===== src/hdl/pbm_pkg.sv =====
// Constants for the port B alternate-function mux.
// Assumes a single 25 MHz clock and a classic Wishbone register slave.
package pbm_pkg;
  // ****************************************************************
  // Register map
  // ****************************************************************
  localparam int ADDR_W = 4;
  localparam logic [ADDR_W-1:0] OFS_MCU_CONTROL = 4'h0;
  localparam logic [ADDR_W-1:0] OFS_PORT_DIR = 4'h4;
  localparam logic [ADDR_W-1:0] OFS_PORT_OUT = 4'h8;
  localparam logic [ADDR_W-1:0] OFS_PIN_IN = 4'hC;
  localparam logic [7:0] MCU_CONTROL_RESET = 8'h00;
  localparam logic [7:0] MCU_CONTROL_WMASK = 8'h1F;
  localparam logic [7:0] PORT_RESET = 8'h00;
  localparam int BIT_PULLUP_DIS = 4;
  // ****************************************************************
  // Pin positions
  // ****************************************************************
  localparam int PIN_CNT = 8;
  localparam int PIN_MISO = 6;
  localparam int PIN_SCK = 5;
  localparam int PIN_MOSI = 4;
  localparam int PIN_RETRIG1 = 3;
  localparam int PIN_ST2_0 = 1;
  localparam int PIN_ST2_1 = 2;
  localparam int PIN_ST2_2 = 7;
  localparam int PIN_ST2_3 = 0;
  localparam int PIN_CAPTURE = 7;
  localparam int PIN_COUNT = 0;
  localparam int PIN_IRQ0 = 2;
  localparam int PIN_IRQ1 = 5;
  // Bus answer state.
  typedef enum logic {PBM_IDLE = 1'b0, PBM_ACK = 1'b1} pbm_bus_t;
endpackage


===== src/hdl/pbm_port_b_mux.sv =====
// Port B alternate-function mux with its register slave.
// Assumes peripherals drive their enables and outputs from the same clock.
// How it works
// Global pull-up disable kills every pull-up.
// SPI master forces MISO pin to input.
// SPI slave forces SCK pin to input.
// SPI slave forces MOSI pin to input.
// Forced SPI inputs keep gated output-bit pull-up.
// SPI supplies the value of its owned output pins; the direction bit still decides drive.
// Stage 2 outputs map to pins 1,2,7,0.
// Retriggerable stage output 1 drives pin 3.
// Pin 0 value: stage, comparator, else the port output bit.
// Pin 7 captures, pin 0 counts timer 1.
// Pins 2 and 5 feed external interrupts.
// Software keeps comparator inputs pulled-up off.
// Analog input disable turns digital input off, except on enabled interrupt pins.
// Peripheral output enable forces driver on.
// Plain pull-up needs input, bit one, enabled.
// Direction override replaces the direction bit.
// Value override replaces the output bit.
// Enabled interrupt pins bypass the sleep clamp.
module pbm_port_b_mux (
  input wire logic clk_i,
  input wire logic rst_i,
  input wire logic wb_cyc_i,
  input wire logic wb_stb_i,
  input wire logic wb_we_i,
  input wire logic [pbm_pkg::ADDR_W-1:0] wb_adr_i,
  input wire logic [3:0] wb_sel_i,
  input wire logic [31:0] wb_dat_i,
  output logic [31:0] wb_dat_o,
  output logic wb_ack_o,
  input wire logic [7:0] pad_i,
  output logic [7:0] pad_o,
  output logic [7:0] pad_oe_n_o,
  output logic [7:0] pullup_o,
  input wire logic sleep_i,
  input wire logic spi_block_enable_i,
  input wire logic spi_master_select_i,
  input wire logic spi_sck_out_i,
  input wire logic spi_mosi_out_i,
  input wire logic spi_miso_out_i,
  output logic spi_sck_in_o,
  output logic spi_mosi_in_o,
  output logic spi_miso_in_o,
  input wire logic [3:0] stage2_out_i,
  input wire logic [3:0] stage2_out_enable_i,
  input wire logic retrig_stage_out1_i,
  input wire logic retrig_stage_out1_enable_i,
  input wire logic comparator3_output_i,
  input wire logic comparator3_out_enable_i,
  input wire logic [7:0] analog_input_disable_i,
  input wire logic ext_irq0_enabled_i,
  input wire logic ext_irq1_enabled_i,
  output logic timer1_capture_input_o,
  output logic timer1_count_input_o,
  output logic ext_irq0_input_o,
  output logic ext_irq1_input_o,
  output logic [7:0] mcu_control_o
);
  import pbm_pkg::*;
  // ****************************************************************
  // Registers
  // ****************************************************************
  logic [7:0] dir_w, out_w, din_w, drv_en_w, drv_val_w, mcu_w;
  pbm_wb_regs u_regs (
    .clk_i(clk_i),
    .rst_i(rst_i),
    .wb_cyc_i(wb_cyc_i),
    .wb_stb_i(wb_stb_i),
    .wb_we_i(wb_we_i),
    .wb_adr_i(wb_adr_i),
    .wb_sel_i(wb_sel_i),
    .wb_dat_i(wb_dat_i),
    .wb_dat_o(wb_dat_o),
    .wb_ack_o(wb_ack_o),
    .pin_state_i(din_w),
    .mcu_control_o(mcu_w),
    .port_dir_o(dir_w),
    .port_out_o(out_w)
  );
  assign mcu_control_o = mcu_w;
  wire logic global_pullup_disable = mcu_w[BIT_PULLUP_DIS];
  // ****************************************************************
  // Override sources
  // ****************************************************************
  wire logic spi_m = spi_block_enable_i & spi_master_select_i;
  wire logic spi_s = spi_block_enable_i & ~spi_master_select_i;
  logic [7:0] pu_oe, pu_ov, dd_oe, dd_ov, pv_oe, pv_ov, die_oe, die_ov;
  wire logic pin0_en = stage2_out_enable_i[3] | comparator3_out_enable_i;
  // Priority for pin 0 value.
  wire logic pin0_val = stage2_out_enable_i[3] ? stage2_out_i[3] :
                        comparator3_out_enable_i ? comparator3_output_i : 1'b0;
  always_comb begin
    pu_oe = 8'h00;
    pu_ov = 8'h00;
    dd_oe = 8'h00;
    dd_ov = 8'h00;
    pv_oe = 8'h00;
    pv_ov = 8'h00;
    die_oe = analog_input_disable_i;
    die_ov = 8'h00;
    // Forced SPI inputs keep their pull-up from the output bit.
    pu_oe[PIN_MISO] = spi_m;
    pu_ov[PIN_MISO] = out_w[PIN_MISO] & ~global_pullup_disable;
    dd_oe[PIN_MISO] = spi_m;
    pv_oe[PIN_MISO] = spi_s;
    pv_ov[PIN_MISO] = spi_miso_out_i;
    pu_oe[PIN_SCK] = spi_s;
    pu_ov[PIN_SCK] = out_w[PIN_SCK] & ~global_pullup_disable;
    dd_oe[PIN_SCK] = spi_s;
    pv_oe[PIN_SCK] = spi_m;
    pv_ov[PIN_SCK] = spi_sck_out_i;
    pu_oe[PIN_MOSI] = spi_s;
    pu_ov[PIN_MOSI] = out_w[PIN_MOSI] & ~global_pullup_disable;
    dd_oe[PIN_MOSI] = spi_s;
    pv_oe[PIN_MOSI] = spi_m;
    pv_ov[PIN_MOSI] = spi_mosi_out_i;
    // Stage outputs force drive on.
    dd_oe[PIN_ST2_0] = stage2_out_enable_i[0];
    dd_ov[PIN_ST2_0] = 1'b1;
    pv_oe[PIN_ST2_0] = stage2_out_enable_i[0];
    pv_ov[PIN_ST2_0] = stage2_out_i[0];
    dd_oe[PIN_ST2_1] = stage2_out_enable_i[1];
    dd_ov[PIN_ST2_1] = 1'b1;
    pv_oe[PIN_ST2_1] = stage2_out_enable_i[1];
    pv_ov[PIN_ST2_1] = stage2_out_i[1];
    dd_oe[PIN_ST2_2] = stage2_out_enable_i[2];
    dd_ov[PIN_ST2_2] = 1'b1;
    pv_oe[PIN_ST2_2] = stage2_out_enable_i[2];
    pv_ov[PIN_ST2_2] = stage2_out_i[2];
    dd_oe[PIN_ST2_3] = pin0_en;
    dd_ov[PIN_ST2_3] = 1'b1;
    pv_oe[PIN_ST2_3] = pin0_en;
    pv_ov[PIN_ST2_3] = pin0_val;
    dd_oe[PIN_RETRIG1] = retrig_stage_out1_enable_i;
    dd_ov[PIN_RETRIG1] = 1'b1;
    pv_oe[PIN_RETRIG1] = retrig_stage_out1_enable_i;
    pv_ov[PIN_RETRIG1] = retrig_stage_out1_i;
    // Enabled interrupt pins stay awake; otherwise analog disable rules.
    die_oe[PIN_IRQ0] = ext_irq0_enabled_i | analog_input_disable_i[PIN_IRQ0];
    die_ov[PIN_IRQ0] = ext_irq0_enabled_i;
    die_oe[PIN_IRQ1] = ext_irq1_enabled_i | analog_input_disable_i[PIN_IRQ1];
    die_ov[PIN_IRQ1] = ext_irq1_enabled_i;
  end
  // ****************************************************************
  // Pin cells
  // ****************************************************************
  genvar gi;
  generate
    for (gi = 0; gi < PIN_CNT; gi++) begin : g_pin
      pbm_pin_cell u_cell (
        .dir_bit_i(dir_w[gi]),
        .out_bit_i(out_w[gi]),
        .pullup_dis_i(global_pullup_disable),
        .sleep_i(sleep_i),
        .pullup_ovr_en_i(pu_oe[gi]),
        .pullup_ovr_val_i(pu_ov[gi]),
        .dir_ovr_en_i(dd_oe[gi]),
        .dir_ovr_val_i(dd_ov[gi]),
        .value_ovr_en_i(pv_oe[gi]),
        .value_ovr_val_i(pv_ov[gi]),
        .input_enable_ovr_en_i(die_oe[gi]),
        .input_enable_ovr_val_i(die_ov[gi]),
        .pad_i(pad_i[gi]),
        .drive_en_o(drv_en_w[gi]),
        .drive_val_o(drv_val_w[gi]),
        .pullup_o(pullup_o[gi]),
        .din_o(din_w[gi])
      );
    end
  endgenerate
  assign pad_o = drv_val_w;
  assign pad_oe_n_o = ~drv_en_w;
  // ****************************************************************
  // Peripheral inputs
  // ****************************************************************
  assign timer1_capture_input_o = din_w[PIN_CAPTURE];
  assign timer1_count_input_o = din_w[PIN_COUNT];
  assign ext_irq0_input_o = din_w[PIN_IRQ0];
  assign ext_irq1_input_o = din_w[PIN_IRQ1];
  assign spi_sck_in_o = din_w[PIN_SCK];
  assign spi_mosi_in_o = din_w[PIN_MOSI];
  assign spi_miso_in_o = din_w[PIN_MISO];
  // ****************************************************************
  // Checks
  // ****************************************************************
  pud_blocks_a: assert property (@(posedge clk_i) disable iff (rst_i)
    global_pullup_disable |-> pullup_o == 8'h00) else $error("pull-up on while disabled");
  miso_in_a: assert property (@(posedge clk_i) disable iff (rst_i)
    spi_m |-> pad_oe_n_o[PIN_MISO]) else $error("miso driven as master");
  sck_in_a: assert property (@(posedge clk_i) disable iff (rst_i)
    spi_s |-> pad_oe_n_o[PIN_SCK]) else $error("sck driven as slave");
  mosi_in_a: assert property (@(posedge clk_i) disable iff (rst_i)
    spi_s |-> pad_oe_n_o[PIN_MOSI]) else $error("mosi driven as slave");
  spi_pullup_a: assert property (@(posedge clk_i) disable iff (rst_i)
    spi_m |-> pullup_o[PIN_MISO] == (out_w[PIN_MISO] & ~global_pullup_disable)) else $error("miso pull-up");
  spi_drive_a: assert property (@(posedge clk_i) disable iff (rst_i)
    (spi_m && dir_w[PIN_SCK]) |-> pad_o[PIN_SCK] == spi_sck_out_i) else $error("sck value");
  stage_pin7_a: assert property (@(posedge clk_i) disable iff (rst_i)
    stage2_out_enable_i[2] |-> !pad_oe_n_o[PIN_ST2_2] && pad_o[PIN_ST2_2] == stage2_out_i[2])
    else $error("stage pin 7");
  retrig_pin_a: assert property (@(posedge clk_i) disable iff (rst_i)
    retrig_stage_out1_enable_i |-> pad_o[PIN_RETRIG1] == retrig_stage_out1_i)
    else $error("retrig pin 3");
  pin0_prio_a: assert property (@(posedge clk_i) disable iff (rst_i)
    (!stage2_out_enable_i[3] && comparator3_out_enable_i) |->
    pad_o[PIN_ST2_3] == comparator3_output_i) else $error("pin 0 priority");
  irq_awake_a: assert property (@(posedge clk_i) disable iff (rst_i)
    (ext_irq0_enabled_i && sleep_i) |-> ext_irq0_input_o == pad_i[PIN_IRQ0])
    else $error("irq0 clamped");
  plain_pullup_a: assert property (@(posedge clk_i) disable iff (rst_i)
    (!spi_block_enable_i && dir_w[1]) |-> !pullup_o[1]) else $error("pull-up on output");
  // ****************************************************************
  // Pin checks
  // ****************************************************************
  sck_pullup_a: assert property (@(posedge clk_i) disable iff (rst_i)
    spi_s |-> pullup_o[PIN_SCK] == (out_w[PIN_SCK] & ~global_pullup_disable))
    else $error("sck pull-up");
  mosi_pullup_a: assert property (@(posedge clk_i) disable iff (rst_i)
    spi_s |-> pullup_o[PIN_MOSI] == (out_w[PIN_MOSI] & ~global_pullup_disable))
    else $error("mosi pull-up");
  mosi_drive_a: assert property (@(posedge clk_i) disable iff (rst_i)
    (spi_m && dir_w[PIN_MOSI]) |-> pad_o[PIN_MOSI] == spi_mosi_out_i)
    else $error("mosi value");
  miso_drive_a: assert property (@(posedge clk_i) disable iff (rst_i)
    (spi_s && dir_w[PIN_MISO]) |-> pad_o[PIN_MISO] == spi_miso_out_i)
    else $error("miso value");
  miso_dir_a: assert property (@(posedge clk_i) disable iff (rst_i)
    spi_s |-> pad_oe_n_o[PIN_MISO] == !dir_w[PIN_MISO])
    else $error("miso direction as slave");
  sck_dir_a: assert property (@(posedge clk_i) disable iff (rst_i)
    spi_m |-> pad_oe_n_o[PIN_SCK] == !dir_w[PIN_SCK])
    else $error("sck direction as master");
  mosi_dir_a: assert property (@(posedge clk_i) disable iff (rst_i)
    spi_m |-> pad_oe_n_o[PIN_MOSI] == !dir_w[PIN_MOSI])
    else $error("mosi direction as master");
  stage_pin1_a: assert property (@(posedge clk_i) disable iff (rst_i)
    stage2_out_enable_i[0] |->
    !pad_oe_n_o[PIN_ST2_0] && pad_o[PIN_ST2_0] == stage2_out_i[0])
    else $error("stage pin 1");
  stage_pin2_a: assert property (@(posedge clk_i) disable iff (rst_i)
    stage2_out_enable_i[1] |->
    !pad_oe_n_o[PIN_ST2_1] && pad_o[PIN_ST2_1] == stage2_out_i[1])
    else $error("stage pin 2");
  stage_pin0_a: assert property (@(posedge clk_i) disable iff (rst_i)
    stage2_out_enable_i[3] |->
    !pad_oe_n_o[PIN_ST2_3] && pad_o[PIN_ST2_3] == stage2_out_i[3])
    else $error("stage pin 0");
  retrig_drive_a: assert property (@(posedge clk_i) disable iff (rst_i)
    retrig_stage_out1_enable_i |-> !pad_oe_n_o[PIN_RETRIG1])
    else $error("retrig pin not driven");
  retrig_plain_a: assert property (@(posedge clk_i) disable iff (rst_i)
    !retrig_stage_out1_enable_i |-> pad_oe_n_o[PIN_RETRIG1] == !dir_w[PIN_RETRIG1])
    else $error("retrig pin direction");
  cmp_drive_a: assert property (@(posedge clk_i) disable iff (rst_i)
    comparator3_out_enable_i |-> !pad_oe_n_o[PIN_ST2_3])
    else $error("comparator pin not driven");
  capture_feed_a: assert property (@(posedge clk_i) disable iff (rst_i)
    (!analog_input_disable_i[PIN_CAPTURE] && !sleep_i) |->
    timer1_capture_input_o == pad_i[PIN_CAPTURE]) else $error("capture input");
  count_feed_a: assert property (@(posedge clk_i) disable iff (rst_i)
    (!analog_input_disable_i[PIN_COUNT] && !sleep_i) |->
    timer1_count_input_o == pad_i[PIN_COUNT]) else $error("count input");
  irq0_feed_a: assert property (@(posedge clk_i) disable iff (rst_i)
    ext_irq0_enabled_i |-> ext_irq0_input_o == pad_i[PIN_IRQ0])
    else $error("irq0 input");
  irq1_feed_a: assert property (@(posedge clk_i) disable iff (rst_i)
    ext_irq1_enabled_i |-> ext_irq1_input_o == pad_i[PIN_IRQ1])
    else $error("irq1 input");
  capture_off_a: assert property (@(posedge clk_i) disable iff (rst_i)
    analog_input_disable_i[PIN_CAPTURE] |-> !timer1_capture_input_o)
    else $error("capture input not disabled");
  count_off_a: assert property (@(posedge clk_i) disable iff (rst_i)
    analog_input_disable_i[PIN_COUNT] |-> !timer1_count_input_o)
    else $error("count input not disabled");
  irq1_clamp_a: assert property (@(posedge clk_i) disable iff (rst_i)
    (sleep_i && !ext_irq1_enabled_i) |-> !ext_irq1_input_o)
    else $error("irq1 not clamped");
  miso_plain_a: assert property (@(posedge clk_i) disable iff (rst_i)
    !spi_block_enable_i |-> pad_oe_n_o[PIN_MISO] == !dir_w[PIN_MISO])
    else $error("miso plain direction");
  miso_value_a: assert property (@(posedge clk_i) disable iff (rst_i)
    (!spi_block_enable_i && dir_w[PIN_MISO]) |-> pad_o[PIN_MISO] == out_w[PIN_MISO])
    else $error("miso plain value");
  idle_low_a: assert property (@(posedge clk_i) disable iff (rst_i)
    (pad_o & pad_oe_n_o) == 8'h00)
    else $error("value on undriven pin");
  pin1_pullup_a: assert property (@(posedge clk_i) disable iff (rst_i)
    (!dir_w[PIN_ST2_0] && out_w[PIN_ST2_0] && !global_pullup_disable) |-> pullup_o[PIN_ST2_0])
    else $error("pin 1 pull-up off");
  pin7_pullup_a: assert property (@(posedge clk_i) disable iff (rst_i)
    pullup_o[PIN_ST2_2] == (~dir_w[PIN_ST2_2] & out_w[PIN_ST2_2] & ~global_pullup_disable))
    else $error("pin 7 pull-up");
  sck_sample_a: assert property (@(posedge clk_i) disable iff (rst_i)
    (spi_s && !sleep_i && !analog_input_disable_i[PIN_SCK]) |->
    spi_sck_in_o == pad_i[PIN_SCK]) else $error("sck input");
  mosi_sample_a: assert property (@(posedge clk_i) disable iff (rst_i)
    (spi_s && !sleep_i && !analog_input_disable_i[PIN_MOSI]) |->
    spi_mosi_in_o == pad_i[PIN_MOSI]) else $error("mosi input");
  miso_sample_a: assert property (@(posedge clk_i) disable iff (rst_i)
    (spi_m && !sleep_i && !analog_input_disable_i[PIN_MISO]) |->
    spi_miso_in_o == pad_i[PIN_MISO]) else $error("miso input");
endmodule


===== src/hdl/pbm_pin_cell.sv =====
// One pin's override logic: pull-up, direction, value and input enable.
// Assumes override signals come from the mux top, all combinational.
module pbm_pin_cell (
  input wire logic dir_bit_i,
  input wire logic out_bit_i,
  input wire logic pullup_dis_i,
  input wire logic sleep_i,
  input wire logic pullup_ovr_en_i,
  input wire logic pullup_ovr_val_i,
  input wire logic dir_ovr_en_i,
  input wire logic dir_ovr_val_i,
  input wire logic value_ovr_en_i,
  input wire logic value_ovr_val_i,
  input wire logic input_enable_ovr_en_i,
  input wire logic input_enable_ovr_val_i,
  input wire logic pad_i,
  output logic drive_en_o,
  output logic drive_val_o,
  output logic pullup_o,
  output logic din_o
);
  wire logic plain_pullup;
  wire logic in_en;
  // Pull-up on only for input with output bit set and no global disable.
  assign plain_pullup = ~dir_bit_i & out_bit_i & ~pullup_dis_i;
  assign pullup_o = pullup_ovr_en_i ? pullup_ovr_val_i : plain_pullup;
  assign drive_en_o = dir_ovr_en_i ? dir_ovr_val_i : dir_bit_i;
  assign drive_val_o = drive_en_o & (value_ovr_en_i ? value_ovr_val_i : out_bit_i);
  assign in_en = input_enable_ovr_en_i ? input_enable_ovr_val_i : ~sleep_i;
  assign din_o = pad_i & in_en;
endmodule


===== src/hdl/pbm_wb_regs.sv =====
// Wishbone classic slave holding mcu_control, port direction and output.
// Assumes a master that holds each request until ack.
module pbm_wb_regs (
  input wire logic clk_i,
  input wire logic rst_i,
  input wire logic wb_cyc_i,
  input wire logic wb_stb_i,
  input wire logic wb_we_i,
  input wire logic [pbm_pkg::ADDR_W-1:0] wb_adr_i,
  input wire logic [3:0] wb_sel_i,
  input wire logic [31:0] wb_dat_i,
  output logic [31:0] wb_dat_o,
  output logic wb_ack_o,
  input wire logic [7:0] pin_state_i,
  output logic [7:0] mcu_control_o,
  output logic [7:0] port_dir_o,
  output logic [7:0] port_out_o
);
  import pbm_pkg::*;
  logic [7:0] mcu_q, dir_q, out_q;
  logic [31:0] rdat_q;
  pbm_bus_t st_q;
  wire logic req = wb_cyc_i & wb_stb_i & (st_q == PBM_IDLE);
  wire logic wr = wb_ack_o & wb_we_i & wb_sel_i[0];
  wire logic hit_mcu = wb_adr_i == OFS_MCU_CONTROL;
  wire logic hit_dir = wb_adr_i == OFS_PORT_DIR;
  wire logic hit_out = wb_adr_i == OFS_PORT_OUT;
  wire logic hit_pin = wb_adr_i == OFS_PIN_IN;
  wire logic [7:0] rsel = hit_mcu ? mcu_q : hit_dir ? dir_q : hit_out ? out_q :
                          hit_pin ? pin_state_i : 8'h00;
  always_ff @(posedge clk_i) begin
    if (rst_i) begin
      mcu_q <= MCU_CONTROL_RESET;
      dir_q <= PORT_RESET;
      out_q <= PORT_RESET;
      rdat_q <= 32'h0000_0000;
      st_q <= PBM_IDLE;
    end else begin
      st_q <= req ? PBM_ACK : PBM_IDLE;
      if (req) begin
        rdat_q <= {24'h00_0000, rsel};
      end
      if (wr && hit_mcu) begin
        mcu_q <= wb_dat_i[7:0] & MCU_CONTROL_WMASK;
      end
      if (wr && hit_dir) begin
        dir_q <= wb_dat_i[7:0];
      end
      if (wr && hit_out) begin
        out_q <= wb_dat_i[7:0];
      end
    end
  end
  assign wb_ack_o = (st_q == PBM_ACK) & wb_cyc_i & wb_stb_i;
  assign wb_dat_o = rdat_q;
  assign mcu_control_o = mcu_q;
  assign port_dir_o = dir_q;
  assign port_out_o = out_q;
endmodule


===== config.mk =====
export PLATFORM = sky130hd
export DESIGN_NAME = pbm_port_b_mux
export DESIGN_NICKNAME = d
export VERILOG_FILES = /design/src/hdl/pbm_pkg.sv /design/src/hdl/pbm_port_b_mux.sv /design/src/hdl/pbm_pin_cell.sv /design/src/hdl/pbm_wb_regs.sv
export SDC_FILE = /design/constraint.sdc
export NUM_CORES = 1
export LEC_CHECK = 0
export ABC_AREA = 1
export ABC_CLOCK_PERIOD_IN_PS = 1220
export CAP_MARGIN = 20
export CORE_MARGIN = 2
export CORE_UTILIZATION = 34
export DETAILED_ROUTE_END_ITERATION = 6
export DONT_BUFFER_PORTS = 1
export PLACE_DENSITY = 0.48
export SYNTH_ARGS = -nofsm -noshare
export SYNTH_HDL_FRONTEND = slang
export SYNTH_HIERARCHICAL = 1
export SYNTH_SLANG_ARGS = --single-unit

===== constraint.sdc =====
create_clock -name clk_i -period 1.22 [get_ports clk_i]
set_clock_uncertainty 0.15 [all_clocks]
set_input_delay 0.244 -clock clk_i [delete_from_list [all_inputs] [get_ports clk_i]]
set_output_delay 0.244 -clock clk_i [all_outputs]
set_load 0.01 [all_outputs]

==> results.sh <==
export IMPL_htreeDepth=2
export IMPL_clkTransAtPathRegs_ns=0.06
export IMPL_grt_pass1_vias=2538
export IMPL_register_area_um2=648
export IMPL_clock_latency_ns=0.28
export IMPL_overflow=0
export IMPL_path_class="flop to output pin"
export IMPL_crit_arrival_ns=1.00
export IMPL_rsz0062_at_grt="true"
export IMPL_start_kind="flop"
export IMPL_fp_coreArea_um2=7210
export IMPL_area_growth_pct=40.2
export IMPL_ys_flop_type="dfxtp_1"
export IMPL_drive_gt1_share_pct=39.3
export IMPL_grt_max_degree=19
export IMPL_setup_slack_ns=-0.175
export IMPL_rows=31
export IMPL_grt_antenna_before_repair=0
export IMPL_syn_avg_cell_area_um2=5.66
export IMPL_hold_viol=0
export IMPL_dr_first_iter_drc_count=135
export IMPL_root_buffer="clkbuf_8"
export IMPL_yosysWarnings=6
export IMPL_ant_nets=0
export IMPL_maxCapViolCount=0
export IMPL_fin_util_pct=48.7
export IMPL_gp_congestion=0.789
export IMPL_syn_area_um2=2510
export IMPL_path_buf_inv=0
export IMPL_routed_wl_um=7080
export IMPL_antenna_cells=0
export IMPL_cts_tree="built"
export IMPL_synth_edf_count=0
export IMPL_worst_ep_required_time_ns=0.83
export IMPL_die_w_um=89.9
export IMPL_num_vias=2676
export IMPL_portBuffers=0
export IMPL_hpwl_um=4790
export IMPL_fin_crit_sh_pct=114
export IMPL_fp_dieH_um=89.9
export IMPL_min_period_ns=1.39
export IMPL_multi_input_area_um2=1870
export IMPL_setup_viol=43
export IMPL_num_fill_cells=795
export IMPL_fin_worst_hold_slack_ns=0.0651
export IMPL_wire_per_inst_um=11.5
export IMPL_firstDrtPassIters=4
export IMPL_initial_utilization_pct=34.8
export IMPL_status="finished with violations"
export IMPL_ir_worst_vdd_uv=654
export IMPL_synth_seq_area_share_pct=24.0
export IMPL_end_kind="output pin"
export IMPL_synth_distinct_cells=22
export IMPL_cts_sinks=30
export IMPL_crit_path_max_incr_delay_ns=0.40
export IMPL_slew_viol_final=0
export IMPL_cp_max_fo=13
export IMPL_io_pins=153
export IMPL_p_per_area_nw_per_um2=653
export IMPL_syn_inst=443
export IMPL_hold_path_class="input pin to flop"
export IMPL_drc=0
export IMPL_viasPerCell=4.37
export IMPL_clockBufferDepth=2
export IMPL_finalNonFillerCells=613
export IMPL_power_leakage_nw=1.72
export IMPL_grt_total_usage_pct=17.5
export IMPL_die_area_um2=8080
export IMPL_power_total_mw=2.30
export IMPL_cts_buffers=5
export IMPL_violations="negative setup slack"
export IMPL_crit_chain="nor2_2 > nand3_1 > nand2_2"
export IMPL_grt_pass1_wl_um=11600
export IMPL_synthArstFlopShare_pct=0
export IMPL_place_inst=574
export IMPL_slowest_stage="dfxtp_4"
export IMPL_critPathTopFamily="flip-flops"
export IMPL_finalSetupTns_ns=-3.73
export IMPL_finalNetCount=594
export IMPL_fmax_mhz=717
export IMPL_ys_ff_latch=30
[per-layer routing]
| layer | track usage, % | up-vias | routed length [um] |
|---|---|---|---|
| li1 | - | 1401 | - |
| met1 | 21.2 | 1186 | 3060 |
| met2 | 31.4 | 81 | 3560 |
| met3 | 3.52 | 8 | 388 |
| met4 | 4.74 | 0 | 74 |
| met5 | 0 | - | 0 |
[power by group]
group	internal, mW	switching, mW	leakage [nW]
Sequential	0.971	0.0144	0.255
Combinational	0.166	0.316	1.42
Clock	0.454	0.375	0.0482
[cell usage in the layout, fill, tap and decap left out, types with 2 or more instances in the layout]
cell type / n
a21oi_1: 13
a21oi_2: 11
buf_12: 5
buf_4: 34
buf_6: 7
clkbuf_8: 6
clkinv_2: 2
conb_1: 56
dfxtp_1: 12
dfxtp_2: 8
dfxtp_4: 10
inv_1: 48
inv_2: 19
inv_4: 2
nand2_1: 83
nand2_2: 50
nand3_1: 37
nand3_2: 18
nand3_4: 5
nor2_1: 53
nor2_2: 12
nor2_4: 7
o21ai_0: 5
or2_1: 3
[cell usage after synthesis, types with 3 or more instances]
library cell / n / area share [%]
a21oi_1: 24 / 4.8
buf_2: 5 / 1.0
buf_4: 29 / 8.7
conb_1: 3 / 0.45
dfxtp_1: 30 / 24
inv_1: 66 / 9.9
inv_2: 3 / 0.45
nand2_1: 117 / 18
nand2_2: 17 / 4.2
nand3_1: 60 / 12
nor2_1: 67 / 10
nor2_4: 3 / 1.3
o21ai_0: 5 / 1.0
or2_1: 3 / 0.75
[per-stage QoR]
step	worst slack, ns	cell area [um^2]
global placement	-0.0923	2700
CTS	-0.190	3390
floorplan	-0.0312	2720
detailed placement	-0.105	2700
finish	-0.175	3510
global route	-0.254	3510
[registers in the layout, indices dropped and copies added, names as in the netlist]
register	flops
u_regs/wb_dat_o	8
u_regs/port_dir_o	8
u_regs/mcu_control_o	5
u_regs/st_q	1
u_regs/port_out_o	8
[cell type report]
| cell class | instances | area share, % |
|---|---|---|
| multi-input combinational | 355 | 53.1 |
| sequential | 30 | 18.4 |
| timing repair buffer | 51 | 14.7 |
| inverter | 70 | 7.65 |
| tap | 99 | 3.52 |
| clock buffer | 7 | 2.46 |
| clock inverter | 1 | 0.142 |
[worst paths after layout]
path | to | start | slack (ns) | depth (start not counted)
max | pullup_o[6] | u_regs/mcu_control_o[4] | -0.17 | 3
min | u_regs/port_dir_o[5] | wb_dat_i[5] | 0.07 | 4
max reg2reg | u_regs/port_out_o[3] | u_regs/st_q | -0.13 | 7
min reg2reg | u_regs/wb_dat_o[6] | u_regs/wb_dat_o[6] | 0.37 | 2
[what timing repair did]
item / in CTS / in global routing
gates resized for setup: 87 / 64
cloned: 6 / 2
endpoints found under the hold margin: 4 / 0
setup buffers: 26 / 2
hold buffers: 1 / 0
setup endpoints to repair: 54 / 58
pin swaps: 35 / 46
[worst reg2reg max path, stage by stage (launching register included)]
cell,delay (ns)
dfxtp_2,0.36
nand3_4,0.08
nor2_4,0.15
buf_6,0.16
clkbuf_16,0.16
nand3_2,0.06
nand2_1,0.07
nor2_1,0.05
[cells by family after synthesis]
logic type             synth area share [%]
other                                 0.449
AO/OA/AOI/OAI                          5.79
AND/OR/NAND/NOR                        46.7
flip-flops                             24.0
buffers and inverters                  23.1
Power figures use the tool's default switching activity.
